===== src/logic/rtpb_pkg.sv =====
// Purpose: Constants for the restart and thermal setting bank
// Assumes: 16-bit holding registers at word addresses
// Notes:   Reset values are plain defaults inside each legal range
package rtpb_pkg;

  // ----------------------------------------------------------------
  // Register addresses
  // ----------------------------------------------------------------
  localparam logic [15:0] RTPB_ADDR_RESTART_MODE   = 16'h1301;
  localparam logic [15:0] RTPB_ADDR_UV_ALLOW       = 16'h1302;
  localparam logic [15:0] RTPB_ADDR_RESTART_DELAY  = 16'h1303;
  localparam logic [15:0] RTPB_ADDR_PF_ALARM       = 16'h1304;
  localparam logic [15:0] RTPB_ADDR_PF_COUNT       = 16'h1305;
  localparam logic [15:0] RTPB_ADDR_PHASE_LOSS     = 16'h1306;
  localparam logic [15:0] RTPB_ADDR_THRESH_HI      = 16'h1307;
  localparam logic [15:0] RTPB_ADDR_THRESH_LO      = 16'h1308;
  localparam logic [15:0] RTPB_ADDR_TRIP_RETRY     = 16'h1309;
  localparam logic [15:0] RTPB_ADDR_UV_RETRY       = 16'h130a;
  localparam logic [15:0] RTPB_ADDR_OS_COUNT       = 16'h130b;
  localparam logic [15:0] RTPB_ADDR_RETRY_WAIT     = 16'h130c;
  localparam logic [15:0] RTPB_ADDR_THERM_LVL1     = 16'h130d;
  localparam logic [15:0] RTPB_ADDR_THERM_CRV1     = 16'h130e;
  localparam logic [15:0] RTPB_ADDR_THERM_LVL2     = 16'h230c;
  localparam logic [15:0] RTPB_ADDR_THERM_CRV2     = 16'h230d;
  localparam logic [15:0] RTPB_ADDR_THERM_LVL3     = 16'h330c;

  // ----------------------------------------------------------------
  // Legal ranges
  // ----------------------------------------------------------------
  localparam logic [15:0] RTPB_MODE_MAX      = 16'h0004;
  localparam logic [15:0] RTPB_UV_MIN        = 16'h0003;
  localparam logic [15:0] RTPB_UV_MAX        = 16'h00fa;
  localparam logic [15:0] RTPB_WAIT_MIN      = 16'h0003;
  localparam logic [15:0] RTPB_WAIT_MAX      = 16'h03e8;
  localparam logic [15:0] RTPB_TRI_MAX       = 16'h0002;
  localparam logic [15:0] RTPB_BIN_MAX       = 16'h0001;
  localparam logic [31:0] RTPB_THRESH_MAX    = 32'h00009c40;
  localparam logic [15:0] RTPB_OS_MIN        = 16'h0001;
  localparam logic [15:0] RTPB_OS_MAX        = 16'h0003;
  localparam logic [15:0] RTPB_THERM_MIN     = 16'h00c8;
  localparam logic [15:0] RTPB_THERM_MAX     = 16'h03e8;

  // ----------------------------------------------------------------
  // Reset values
  // ----------------------------------------------------------------
  localparam logic [15:0] RTPB_RST_MODE      = 16'h0000;
  localparam logic [15:0] RTPB_RST_UV        = 16'h000a;
  localparam logic [15:0] RTPB_RST_WAIT      = 16'h000a;
  localparam logic [15:0] RTPB_RST_ZERO      = 16'h0000;
  localparam logic [15:0] RTPB_RST_OS        = 16'h0003;
  localparam logic [15:0] RTPB_RST_THERM     = 16'h03e8;
  localparam logic [15:0] RTPB_RST_CURVE     = 16'h0001;

  // ----------------------------------------------------------------
  // Threshold pairing states
  // ----------------------------------------------------------------
  typedef enum logic [0:0] {
    RTPB_PAIR_IDLE   = 1'b0,
    RTPB_PAIR_HI_SET = 1'b1
  } rtpb_pair_t;

endpackage


===== src/logic/rtpb_bank.sv =====
// Purpose: Holding register bank for restart and thermal settings
// Assumes: Master keeps strobes one cycle long and never both at once
// Notes:   Out-of-range writes leave the stored value untouched
//
// How it works
// - Restart mode takes codes 0 to 4 only
// - Under-voltage allowance takes 3 to 250 tenths of a second
// - Restart delay takes 3 to 1000 tenths of a second
// - Power-fail alarm enable takes codes 0, 1 or 2
// - Both under-voltage restart count selectors take 0 or 1
// - Phase loss detection takes 0 or 1
// - Threshold is hi/lo word pair, 0 to 40000 in 0.01 Hz
// - Trip retry selector takes codes 0 to 4
// - Overvoltage/overcurrent retry count takes 1 to 3
// - Trip retry wait takes 3 to 1000 tenths of a second
// - Three thermal levels each take 200 to 1000
// - Two thermal curve selectors take 0, 1 or 2
//
// Design decision made here: strobed register access.
`timescale 1ns/100ps

module rtpb_bank
  import rtpb_pkg::*;
(
  input  wire logic        clk,
  input  wire logic        rst_b,
  input  wire logic [15:0] addr,
  input  wire logic [15:0] wdata,
  input  wire logic        wr,
  input  wire logic        rd,
  output logic      [15:0] rdata,
  output logic             wr_reject,
  output logic      [2:0]  restart_mode_select,
  output logic      [7:0]  undervoltage_allow_time,
  output logic      [9:0]  restart_delay_time,
  output logic      [1:0]  power_fail_alarm_enable,
  output logic             power_fail_restart_count,
  output logic             phase_loss_detect_enable,
  output logic      [15:0] restart_freq_threshold,
  output logic      [2:0]  trip_retry_select,
  output logic             undervoltage_retry_select,
  output logic      [1:0]  overstress_retry_count,
  output logic      [9:0]  trip_retry_wait,
  output logic      [9:0]  thermal_level_motor1,
  output logic      [1:0]  thermal_curve_motor1,
  output logic      [9:0]  thermal_level_motor2,
  output logic      [1:0]  thermal_curve_motor2,
  output logic      [9:0]  thermal_level_motor3
);

  // ----------------------------------------------------------------
  // Helpers
  // ----------------------------------------------------------------
  function automatic logic in_range(input logic [15:0] v,
                                    input logic [15:0] lo,
                                    input logic [15:0] hi);
    in_range = (v >= lo) && (v <= hi);
  endfunction

  // ----------------------------------------------------------------
  // Storage
  // ----------------------------------------------------------------
  logic [15:0] mode_reg;
  logic [15:0] uv_reg;
  logic [15:0] delay_reg;
  logic [15:0] pfa_reg;
  logic [15:0] pfc_reg;
  logic [15:0] pl_reg;
  logic [15:0] thi_reg;
  logic [15:0] tlo_reg;
  logic [15:0] thi_pend_reg;
  logic [15:0] tr_reg;
  logic [15:0] uvr_reg;
  logic [15:0] os_reg;
  logic [15:0] wait_reg;
  logic [15:0] lvl1_reg;
  logic [15:0] crv1_reg;
  logic [15:0] lvl2_reg;
  logic [15:0] crv2_reg;
  logic [15:0] lvl3_reg;
  logic [31:0] thr_eff_reg;
  logic [15:0] rdata_reg;
  logic        rej_reg;
  rtpb_pair_t  pair_reg;
  rtpb_pair_t  pair_next;

  // ----------------------------------------------------------------
  // Address decode
  // ----------------------------------------------------------------
  wire sel_mode  = (addr == RTPB_ADDR_RESTART_MODE);
  wire sel_uv    = (addr == RTPB_ADDR_UV_ALLOW);
  wire sel_delay = (addr == RTPB_ADDR_RESTART_DELAY);
  wire sel_pfa   = (addr == RTPB_ADDR_PF_ALARM);
  wire sel_pfc   = (addr == RTPB_ADDR_PF_COUNT);
  wire sel_pl    = (addr == RTPB_ADDR_PHASE_LOSS);
  wire sel_thi   = (addr == RTPB_ADDR_THRESH_HI);
  wire sel_tlo   = (addr == RTPB_ADDR_THRESH_LO);
  wire sel_tr    = (addr == RTPB_ADDR_TRIP_RETRY);
  wire sel_uvr   = (addr == RTPB_ADDR_UV_RETRY);
  wire sel_os    = (addr == RTPB_ADDR_OS_COUNT);
  wire sel_wait  = (addr == RTPB_ADDR_RETRY_WAIT);
  wire sel_lvl1  = (addr == RTPB_ADDR_THERM_LVL1);
  wire sel_crv1  = (addr == RTPB_ADDR_THERM_CRV1);
  wire sel_lvl2  = (addr == RTPB_ADDR_THERM_LVL2);
  wire sel_crv2  = (addr == RTPB_ADDR_THERM_CRV2);
  wire sel_lvl3  = (addr == RTPB_ADDR_THERM_LVL3);
  wire sel_any   = sel_mode | sel_uv | sel_delay | sel_pfa | sel_pfc |
                   sel_pl | sel_thi | sel_tlo | sel_tr | sel_uvr |
                   sel_os | sel_wait | sel_lvl1 | sel_crv1 | sel_lvl2 |
                   sel_crv2 | sel_lvl3;

  // ----------------------------------------------------------------
  // Range checks
  // ----------------------------------------------------------------
  wire ok_mode  = in_range(wdata, RTPB_RST_ZERO, RTPB_MODE_MAX);
  wire ok_uv    = in_range(wdata, RTPB_UV_MIN, RTPB_UV_MAX);
  wire ok_wait  = in_range(wdata, RTPB_WAIT_MIN, RTPB_WAIT_MAX);
  wire ok_tri   = in_range(wdata, RTPB_RST_ZERO, RTPB_TRI_MAX);
  wire ok_bin   = in_range(wdata, RTPB_RST_ZERO, RTPB_BIN_MAX);
  wire ok_os    = in_range(wdata, RTPB_OS_MIN, RTPB_OS_MAX);
  wire ok_therm = in_range(wdata, RTPB_THERM_MIN, RTPB_THERM_MAX);
  wire [31:0] thr_pair = {thi_pend_reg, wdata};
  wire ok_thr   = (thr_pair <= RTPB_THRESH_MAX);

  // Word that makes a completed pair legal; high word alone is held
  wire ok_thi   = (wdata <= RTPB_THRESH_MAX[31:16]);

  wire w_mode  = wr && sel_mode  && ok_mode;
  wire w_uv    = wr && sel_uv    && ok_uv;
  wire w_delay = wr && sel_delay && ok_wait;
  wire w_pfa   = wr && sel_pfa   && ok_tri;
  wire w_pfc   = wr && sel_pfc   && ok_bin;
  wire w_pl    = wr && sel_pl    && ok_bin;
  wire w_thi   = wr && sel_thi   && ok_thi;
  wire w_tlo   = wr && sel_tlo   && ok_thr &&
                 (pair_reg == RTPB_PAIR_HI_SET);
  wire w_tr    = wr && sel_tr    && ok_mode;
  wire w_uvr   = wr && sel_uvr   && ok_bin;
  wire w_os    = wr && sel_os    && ok_os;
  wire w_wait  = wr && sel_wait  && ok_wait;
  wire w_lvl1  = wr && sel_lvl1  && ok_therm;
  wire w_crv1  = wr && sel_crv1  && ok_tri;
  wire w_lvl2  = wr && sel_lvl2  && ok_therm;
  wire w_crv2  = wr && sel_crv2  && ok_tri;
  wire w_lvl3  = wr && sel_lvl3  && ok_therm;

  wire any_ok = w_mode | w_uv | w_delay | w_pfa | w_pfc | w_pl |
                w_thi | w_tlo | w_tr | w_uvr | w_os | w_wait |
                w_lvl1 | w_crv1 | w_lvl2 | w_crv2 | w_lvl3;

  // Unmapped addresses also count as refused
  wire rej_now = wr && !any_ok;

  // ----------------------------------------------------------------
  // Read mux
  // ----------------------------------------------------------------
  wire [15:0] rd_mux =
      sel_mode  ? mode_reg  : sel_uv   ? uv_reg   :
      sel_delay ? delay_reg : sel_pfa  ? pfa_reg  :
      sel_pfc   ? pfc_reg   : sel_pl   ? pl_reg   :
      sel_thi   ? thi_reg   : sel_tlo  ? tlo_reg  :
      sel_tr    ? tr_reg    : sel_uvr  ? uvr_reg  :
      sel_os    ? os_reg    : sel_wait ? wait_reg :
      sel_lvl1  ? lvl1_reg  : sel_crv1 ? crv1_reg :
      sel_lvl2  ? lvl2_reg  : sel_crv2 ? crv2_reg :
      sel_lvl3  ? lvl3_reg  : RTPB_RST_ZERO;

  // ----------------------------------------------------------------
  // Threshold pairing
  // ----------------------------------------------------------------
  always_comb begin
    pair_next = pair_reg;
    case (pair_reg)
      RTPB_PAIR_IDLE:   if (w_thi) pair_next = RTPB_PAIR_HI_SET;
      RTPB_PAIR_HI_SET: if (w_tlo) pair_next = RTPB_PAIR_IDLE;
      default:          pair_next = RTPB_PAIR_IDLE;
    endcase
  end

  // ----------------------------------------------------------------
  // Registers
  // ----------------------------------------------------------------
  always_ff @(posedge clk) begin
    if (!rst_b) begin
      mode_reg     <= RTPB_RST_MODE;
      uv_reg       <= RTPB_RST_UV;
      delay_reg    <= RTPB_RST_WAIT;
      pfa_reg      <= RTPB_RST_ZERO;
      pfc_reg      <= RTPB_RST_ZERO;
      pl_reg       <= RTPB_RST_ZERO;
      thi_reg      <= RTPB_RST_ZERO;
      tlo_reg      <= RTPB_RST_ZERO;
      thi_pend_reg <= RTPB_RST_ZERO;
      tr_reg       <= RTPB_RST_MODE;
      uvr_reg      <= RTPB_RST_ZERO;
      os_reg       <= RTPB_RST_OS;
      wait_reg     <= RTPB_RST_WAIT;
      lvl1_reg     <= RTPB_RST_THERM;
      crv1_reg     <= RTPB_RST_CURVE;
      lvl2_reg     <= RTPB_RST_THERM;
      crv2_reg     <= RTPB_RST_CURVE;
      lvl3_reg     <= RTPB_RST_THERM;
      thr_eff_reg  <= {RTPB_RST_ZERO, RTPB_RST_ZERO};
      pair_reg     <= RTPB_PAIR_IDLE;
      rdata_reg    <= RTPB_RST_ZERO;
      rej_reg      <= 1'b0;
    end else begin
      if (w_mode)  mode_reg  <= wdata;
      if (w_uv)    uv_reg    <= wdata;
      if (w_delay) delay_reg <= wdata;
      if (w_pfa)   pfa_reg   <= wdata;
      if (w_pfc)   pfc_reg   <= wdata;
      if (w_pl)    pl_reg    <= wdata;
      if (w_thi)   thi_pend_reg <= wdata;
      if (w_tlo) begin
        thi_reg     <= thi_pend_reg;
        tlo_reg     <= wdata;
        thr_eff_reg <= thr_pair;
      end
      if (w_tr)    tr_reg    <= wdata;
      if (w_uvr)   uvr_reg   <= wdata;
      if (w_os)    os_reg    <= wdata;
      if (w_wait)  wait_reg  <= wdata;
      if (w_lvl1)  lvl1_reg  <= wdata;
      if (w_crv1)  crv1_reg  <= wdata;
      if (w_lvl2)  lvl2_reg  <= wdata;
      if (w_crv2)  crv2_reg  <= wdata;
      if (w_lvl3)  lvl3_reg  <= wdata;
      pair_reg  <= pair_next;
      rdata_reg <= rd ? rd_mux : RTPB_RST_ZERO;
      rej_reg   <= rej_now;
    end
  end

  // ----------------------------------------------------------------
  // Outputs
  // ----------------------------------------------------------------
  assign rdata                     = rdata_reg;
  assign wr_reject                 = rej_reg;
  assign restart_mode_select       = mode_reg[2:0];
  assign undervoltage_allow_time   = uv_reg[7:0];
  assign restart_delay_time        = delay_reg[9:0];
  assign power_fail_alarm_enable   = pfa_reg[1:0];
  assign power_fail_restart_count  = pfc_reg[0];
  assign phase_loss_detect_enable  = pl_reg[0];
  // Combined value fits 16 bits since the maximum is 40000
  assign restart_freq_threshold    = thr_eff_reg[15:0];
  assign trip_retry_select         = tr_reg[2:0];
  assign undervoltage_retry_select = uvr_reg[0];
  assign overstress_retry_count    = os_reg[1:0];
  assign trip_retry_wait           = wait_reg[9:0];
  assign thermal_level_motor1      = lvl1_reg[9:0];
  assign thermal_curve_motor1      = crv1_reg[1:0];
  assign thermal_level_motor2      = lvl2_reg[9:0];
  assign thermal_curve_motor2      = crv2_reg[1:0];
  assign thermal_level_motor3      = lvl3_reg[9:0];
endmodule


===== config.mk =====
export PLATFORM = sky130hd
export DESIGN_NAME = rtpb_bank
export DESIGN_NICKNAME = d
export VERILOG_FILES = /design/src/logic/rtpb_pkg.sv /design/src/logic/rtpb_bank.sv
export SDC_FILE = /design/constraint.sdc
export NUM_CORES = 1
export LEC_CHECK = 0
export BUFFER_PORTS_ARGS = -buffer_cell sky130_fd_sc_hd__buf_4
export CORE_MARGIN = 2
export CORE_UTILIZATION = 58
export DETAILED_ROUTE_END_ITERATION = 8
export MAX_ROUTING_LAYER = met4
export PLACE_DENSITY = 0.81
export RECOVER_POWER = 100
export SLEW_MARGIN = 10
export SYNTH_ARGS = -nofsm -noshare
export SYNTH_HDL_FRONTEND = slang
export SYNTH_SLANG_ARGS = --single-unit

===== constraint.sdc =====
create_clock -name clk -period 3.62 [get_ports clk]
set_clock_uncertainty 0.1 [all_clocks]
set_input_delay 0.905 -clock clk [delete_from_list [all_inputs] [get_ports clk]]
set_output_delay 0.905 -clock clk [all_outputs]
set_load 0.02 [all_outputs]

* After elaboration in Yosys (flattened, before gate mapping) *
Index checks and enable logic that the tools add are counted.

word-level totals
  bits in registers = 322
  output and inout port bits = 108

cells by class
  mux-type cells = 20
  bitwise logic cells = 17
  reduce and logical (&&, ||, !) cells = 45
  order comparisons = 12
  eq/ne operators = 17

operator list
  cell                                                                count
  2-to-1 mux 16 bit                                                   17
  == test 16 x 13 -> 1 bit, second input constant                     14
  == test 16 x 14 -> 1 bit, second input constant                     3
  logical AND 1 bit                                                   43
  greater-or-equal comparator 16 x 1 -> 1 bit, second input constant  2
  <= comparator 16 x 1 -> 1 bit, second input constant                2
  <= comparator 16 x 2 -> 1 bit, second input constant                2
  <= comparator 32 x 16 -> 1 bit, second input constant               1
  greater-or-equal comparator 16 x 2 -> 1 bit, second input constant  1
  greater-or-equal comparator 16 x 8 -> 1 bit, second input constant  1
  <= comparator 16 x 10 -> 1 bit, second input constant               1
  <= comparator 16 x 3 -> 1 bit, second input constant                1
  <= comparator 16 x 8 -> 1 bit, second input constant                1
  bitwise OR 1 bit                                                    16
  2-to-1 mux 1 bit                                                    2
  one-hot mux 1 bit (2 select lines)                                  1
  AND reduction 2 bit                                                 1
  zero test 1 bit                                                     1
  inverter 1 bit                                                      1

* Longest topological paths before layout *
  depth in word-level cells = 21
  mapped depth = 10
  mapped depth without buffers = 7

* Worst setup path after synthesis *
OpenSTA, ideal clock, no wires.

  path kind = input port to flip-flop
  from = input port addr[5]
  to = register lvl2_reg[6]
  data arrival time = 2880 ps
  setup time = 129 ps
  data required time = 3391 ps
  path buffers = 4
  cell stages on the path = 10
  slack = 511 ps
  cells stage by stage = or4_1 > buf_6 > buf_6 > nor2_4 > nand3_1 > or4_1 > buf_2 > buf_2 > mux2i_1 > nand2_1

between the ends
  longest elaborated chain between the ends = 3

RTL lines
  element                          line              RTL
  start, declared                  rtpb_bank.sv:27   input wire logic [15:0] addr,
  == test 16 x 14 -> 1 bit         rtpb_bank.sv:104  wire sel_lvl2 = (addr == RTPB_ADDR_THERM_LVL2);
  logical AND 1 bit (2 in series)  rtpb_bank.sv:143  wire w_lvl2 = wr && sel_lvl2 && ok_therm;
  end signal, assigned             rtpb_bank.sv:226  if (w_lvl2) lvl2_reg <= wdata;
  end, declared                    rtpb_bank.sv:78   logic [15:0] lvl2_reg;

Every way passes these cells.
A chain may end at the register's enable or synchronous reset.

* Final worst setup path *
  from = input port addr[5]
  to = register rdata_reg[5] (netlist: rdata[5])

between the ends
  longest elaborated chain between the ends = 18
  elaborated cells on any way between the ends = 34
  those cells by class = 17 x eq/ne; 17 x mux

RTL lines
  element                          line              RTL
  == test 16 x 14 -> 1 bit         rtpb_bank.sv:106  wire sel_lvl3 = (addr == RTPB_ADDR_THERM_LVL3);
  2-to-1 mux 16 bit                rtpb_bank.sv:166  sel_lvl3 ? lvl3_reg : RTPB_RST_ZERO;
  2-to-1 mux 16 bit (2 in series)  rtpb_bank.sv:165  sel_lvl2 ? lvl2_reg : sel_crv2 ? crv2_reg :
  2-to-1 mux 16 bit (2 in series)  rtpb_bank.sv:164  sel_lvl1 ? lvl1_reg : sel_crv1 ? crv1_reg :
  2-to-1 mux 16 bit (2 in series)  rtpb_bank.sv:163  sel_os ? os_reg : sel_wait ? wait_reg :
  2-to-1 mux 16 bit (2 in series)  rtpb_bank.sv:162  sel_tr ? tr_reg : sel_uvr ? uvr_reg :
  2-to-1 mux 16 bit (2 in series)  rtpb_bank.sv:161  sel_thi ? thi_reg : sel_tlo ? tlo_reg :
  2-to-1 mux 16 bit (2 in series)  rtpb_bank.sv:160  sel_pfc ? pfc_reg : sel_pl ? pl_reg :
  2-to-1 mux 16 bit (2 in series)  rtpb_bank.sv:159  sel_delay ? delay_reg : sel_pfa ? pfa_reg :
  2-to-1 mux 16 bit                rtpb_bank.sv:158  sel_mode ? mode_reg : sel_uv ? uv_reg :
  2-to-1 mux 16 bit (*)            rtpb_bank.sv:158
  end signal, assigned             rtpb_bank.sv:230  rdata_reg <= rd ? rd_mux : RTPB_RST_ZERO;
  end, declared                    rtpb_bank.sv:82   logic [15:0] rdata_reg;

Every way passes the cells marked *; elsewhere a longest branch is shown, timed or not.

==> metrics.cfg <==
[setup_path]
critPathCaptureType = flop
reg2reg_depth = 8
r2r-start = thi_pend_reg[0]$_SDFFE_PN0P_
max_stage_delay_ns = 0.67
cp.required_ns = 4.01
reg2reg_to = tlo_reg[5]$_SDFFE_PN0P_
slowest_stage = nor4_1
critical_path_class = in2reg
start_kind = primary input
cp_max_fo = 15
r2r_slack_ns = 1.26
worstPathCellList = clkbuf_4 -> or4_1 -> buf_4 -> clkbuf_1 -> nor4_1 -> buf_12 -> a22oi_1 -> nand4_1 -> o21ai_0 -> and3_1 -> nor2_1
worstPathArrival_ns = 3.70

[clock_tree]
ctsHoldBuffers = 0
ctsResizeCount = 0
clock_sinks = 306
cts_tree = built
cts_buffers = 30
htreeDepth = 1
post-cts-setup-buffer-count = 0
clk_pin_slew_ns = 0.06
cts_root_buf = clkbuf_16
clock_latency_ns = 0.56
clockBufferDepth = 3

[detailed_routing]
drc = 0
first_iter_violations = 1278
viasPerCell = 6.44
firstDrtPassIters = 5
wire_per_inst_um = 24.4
vias = 11514
wirelength_um = 43600
drt.antenna.violating_nets = 0

[yosys]
postSynthCellCount = 1390
async_reset_ff_frac = 0
syn-cell-area_mm2 = 0.0129
synth_edf_count = 0
synth_ff_type = dfxtp_1
seq_area_frac_synth = 0.476
yosysUniqueCellTypes = 72
syn_nets = 1426
avgSynthCellArea_um2 = 9.25
ys_ff_latch = 306
yosys_warnings = 0

[final_layout]
areaGrowthSynthToFinish_pct = 13.1
fill_cells = 1847
finalNonFillerCells = 1788
diodes = 0
drive_gt1_frac = 0.125
nets = 1523

[min_path]
hold_depth = 2
whs_endpoint = lvl3_reg[10]$_SDFFE_PN0P_
worstHoldStart = lvl3_reg[10]$_SDFFE_PN0P_
min_path_type = reg2reg

[timing]
max_freq_mhz = 302
finalHoldViolCount = 0
setup_violations = 0
max_slew_margin = 0.283
fin_crit_sh = 0.914
final_max_slew_viol_count = 0
worst_pin_slew_ns = 1.08
fin_crit_ns = 3.31
rsz0062_at_grt = no

[place]
place_inst = 1735
gp_congestion = 1.08
dp_hpwl_um = 30600
port_buffers = 143

[floorplan]
die_y_um = 153
io_pins = 144
rows = 54
die_area_mm2 = 0.0234
dieWidth_um = 153
coreArea_mm2 = 0.0218
initial_core_util = 0.589

[grt]
grt_antenna_before_repair = 0
grt_max_degree = 86
grt_pass1_wl_um = 66000
grt_pass1_vias = 10737
overflow = 0
grt_usage = 0.372

[run]
maxCapViolations = 0

[status]
status = finished, final reports clean

[power]
powerDensity_mw_per_mm2 = 464
leakagePower_nw = 6.36
ir_drop_uv = 380
total_power_w = 0.00675

-- routing by layer --
| metal | GRT usage | up-vias | routed length (um) | part of all wire |
|---|---|---|---|---|
| li1 | - | 5135 | - | - |
| met1 | 0.525 | 5528 | 18500 | 0.43 |
| met2 | 0.529 | 737 | 18500 | 0.43 |
| met3 | 0.0644 | 114 | 4490 | 0.10 |
| met4 | 0.155 | 0 | 2010 | 0.046 |
| met5 | - | - | 0 | 0 |
-- cells by family after synthesis --
family                 count (synthesis)  synth area share
AOI/OAI and AO/OA                    229             0.117
buffers and inverters                192            0.0806
DFF                                  306             0.476
muxes                                 91            0.0735
and+or+nand+nor                      572             0.253
-- cell usage in the layout, fill, tap and decap left out, types with 4 or more instances in the layout --
cell type  synthesis  layout
dfxtp_1          306     306
and3_1           144     144
clkbuf_1          81     143
buf_4             72     107
nand2_1          104     104
nor2_1           101     101
mux2i_1           81      81
a21oi_1           76      76
and2_0             0      46
nand3_1           37      37
clkbuf_16          0      31
o21ai_0           22      27
nand4_1           26      26
o22ai_1           25      25
and2_1            66      20
nor4_1            19      19
o221ai_1          17      17
a22oi_1           16      16
or3_1             12      12
nor3_1             8      10
inv_1             10       9
or4_1              8       8
nor4_2             7       8
mux2_2             8       8
a211oi_1           7       7
a221oi_1           6       6
a2111oi_0          6       6
o21ai_1           10       5
a31oi_1            5       5
clkbuf_8           0       5
nand4bb_1          4       4
nor4_4             5       4
nor2b_1            4       4
a222oi_1           4       4
o211ai_1           4       4
-- cells in the mapped netlist, types with 3 or more instances --
cell / instances / area [um^2]
a2111oi_0: 6 / 52.6
a211oi_1: 7 / 52.6
a21oi_1: 76 / 380
a221o_1: 3 / 30.0
a221oi_1: 6 / 52.6
a222oi_1: 4 / 40.0
a22oi_1: 16 / 120
a31oi_1: 5 / 31.3
a32oi_1: 3 / 26.3
and2_1: 66 / 413
and3_1: 144 / 901
buf_1: 6 / 22.5
buf_2: 19 / 95.1
buf_4: 72 / 541
buf_6: 3 / 33.8
clkbuf_1: 81 / 304
dfxtp_1: 306 / 6130
inv_1: 10 / 37.5
mux2_2: 8 / 90.1
mux2i_1: 81 / 811
nand2_1: 104 / 390
nand3_1: 37 / 185
nand4_1: 26 / 163
nand4bb_1: 4 / 45.0
nor2_1: 101 / 379
nor2b_1: 4 / 25.0
nor3_1: 8 / 40.0
nor4_1: 19 / 119
nor4_2: 7 / 87.6
nor4_4: 5 / 106
nor4b_1: 3 / 26.3
nor4bb_1: 4 / 40.0
o211ai_1: 4 / 30.0
o21ai_0: 22 / 110
o21ai_1: 10 / 50.1
o221ai_1: 17 / 149
o22ai_1: 25 / 156
o2bb2ai_1: 3 / 26.3
o31a_1: 3 / 26.3
or3_1: 12 / 75.1
or4_1: 8 / 60.1
-- through the flow --
step	hold slack (ns)	utilization	instance area, um^2	setup WS [ns]	setup TNS, ns
6_report	0.356	0.667	14600	0.311	0
3_5_place_dp	0.341	0.647	14100	0.000259	0
4_1_cts	0.355	0.692	15100	0.550	0
5_1_grt	0.368	0.667	14600	0.217	0
3_3_place_gp	0.332	0.647	14100	-0.0202	-0.0202
2_1_floorplan	0.321	-	12900	0.511	0
-- layout make-up --
cell class,instances,area [um^2],area share
tap,280,350,0.0241
clock buffer,47,886,0.0609
clock inverter,6,83.8,0.00576
multi-input combinational,892,5680,0.390
timing repair buffer,246,1380,0.0951
sequential,306,6130,0.421
inverter,11,41.3,0.00284
-- worst max-delay path by stage --
stage,from,endpoint,cells after the start
2_1_floorplan,addr[5],lvl2_reg[6]$_SDFFE_PN1P_,10
3_3_place_gp,addr[5],rdata[2]$_SDFF_PN0_,10
3_5_place_dp,addr[5],rdata[2]$_SDFF_PN0_,10
4_1_cts,addr[5],rdata[2]$_SDFF_PN0_,10
5_1_grt,wdata[3],uvr_reg[11]$_SDFFE_PN0P_,8
6_report,addr[5],rdata[5]$_SDFF_PN0_,11
-- worst max-delay path, delay by kind of cell --
family	cells	cell delay, ns
AOI/OAI and AO/OA	2	0.25
buffers and inverters	4	0.87
and+or+nand+nor	5	1.66
-- power by group --
part           switching, W  internal [W]  leakage (nW)
Clock               0.00128       0.00181         0.475
Combinational      0.000207     0.0000801          3.42
Sequential      0.000000494       0.00337          2.46
Total               0.00149       0.00526          6.36
(Power assumes the default switching activity.)
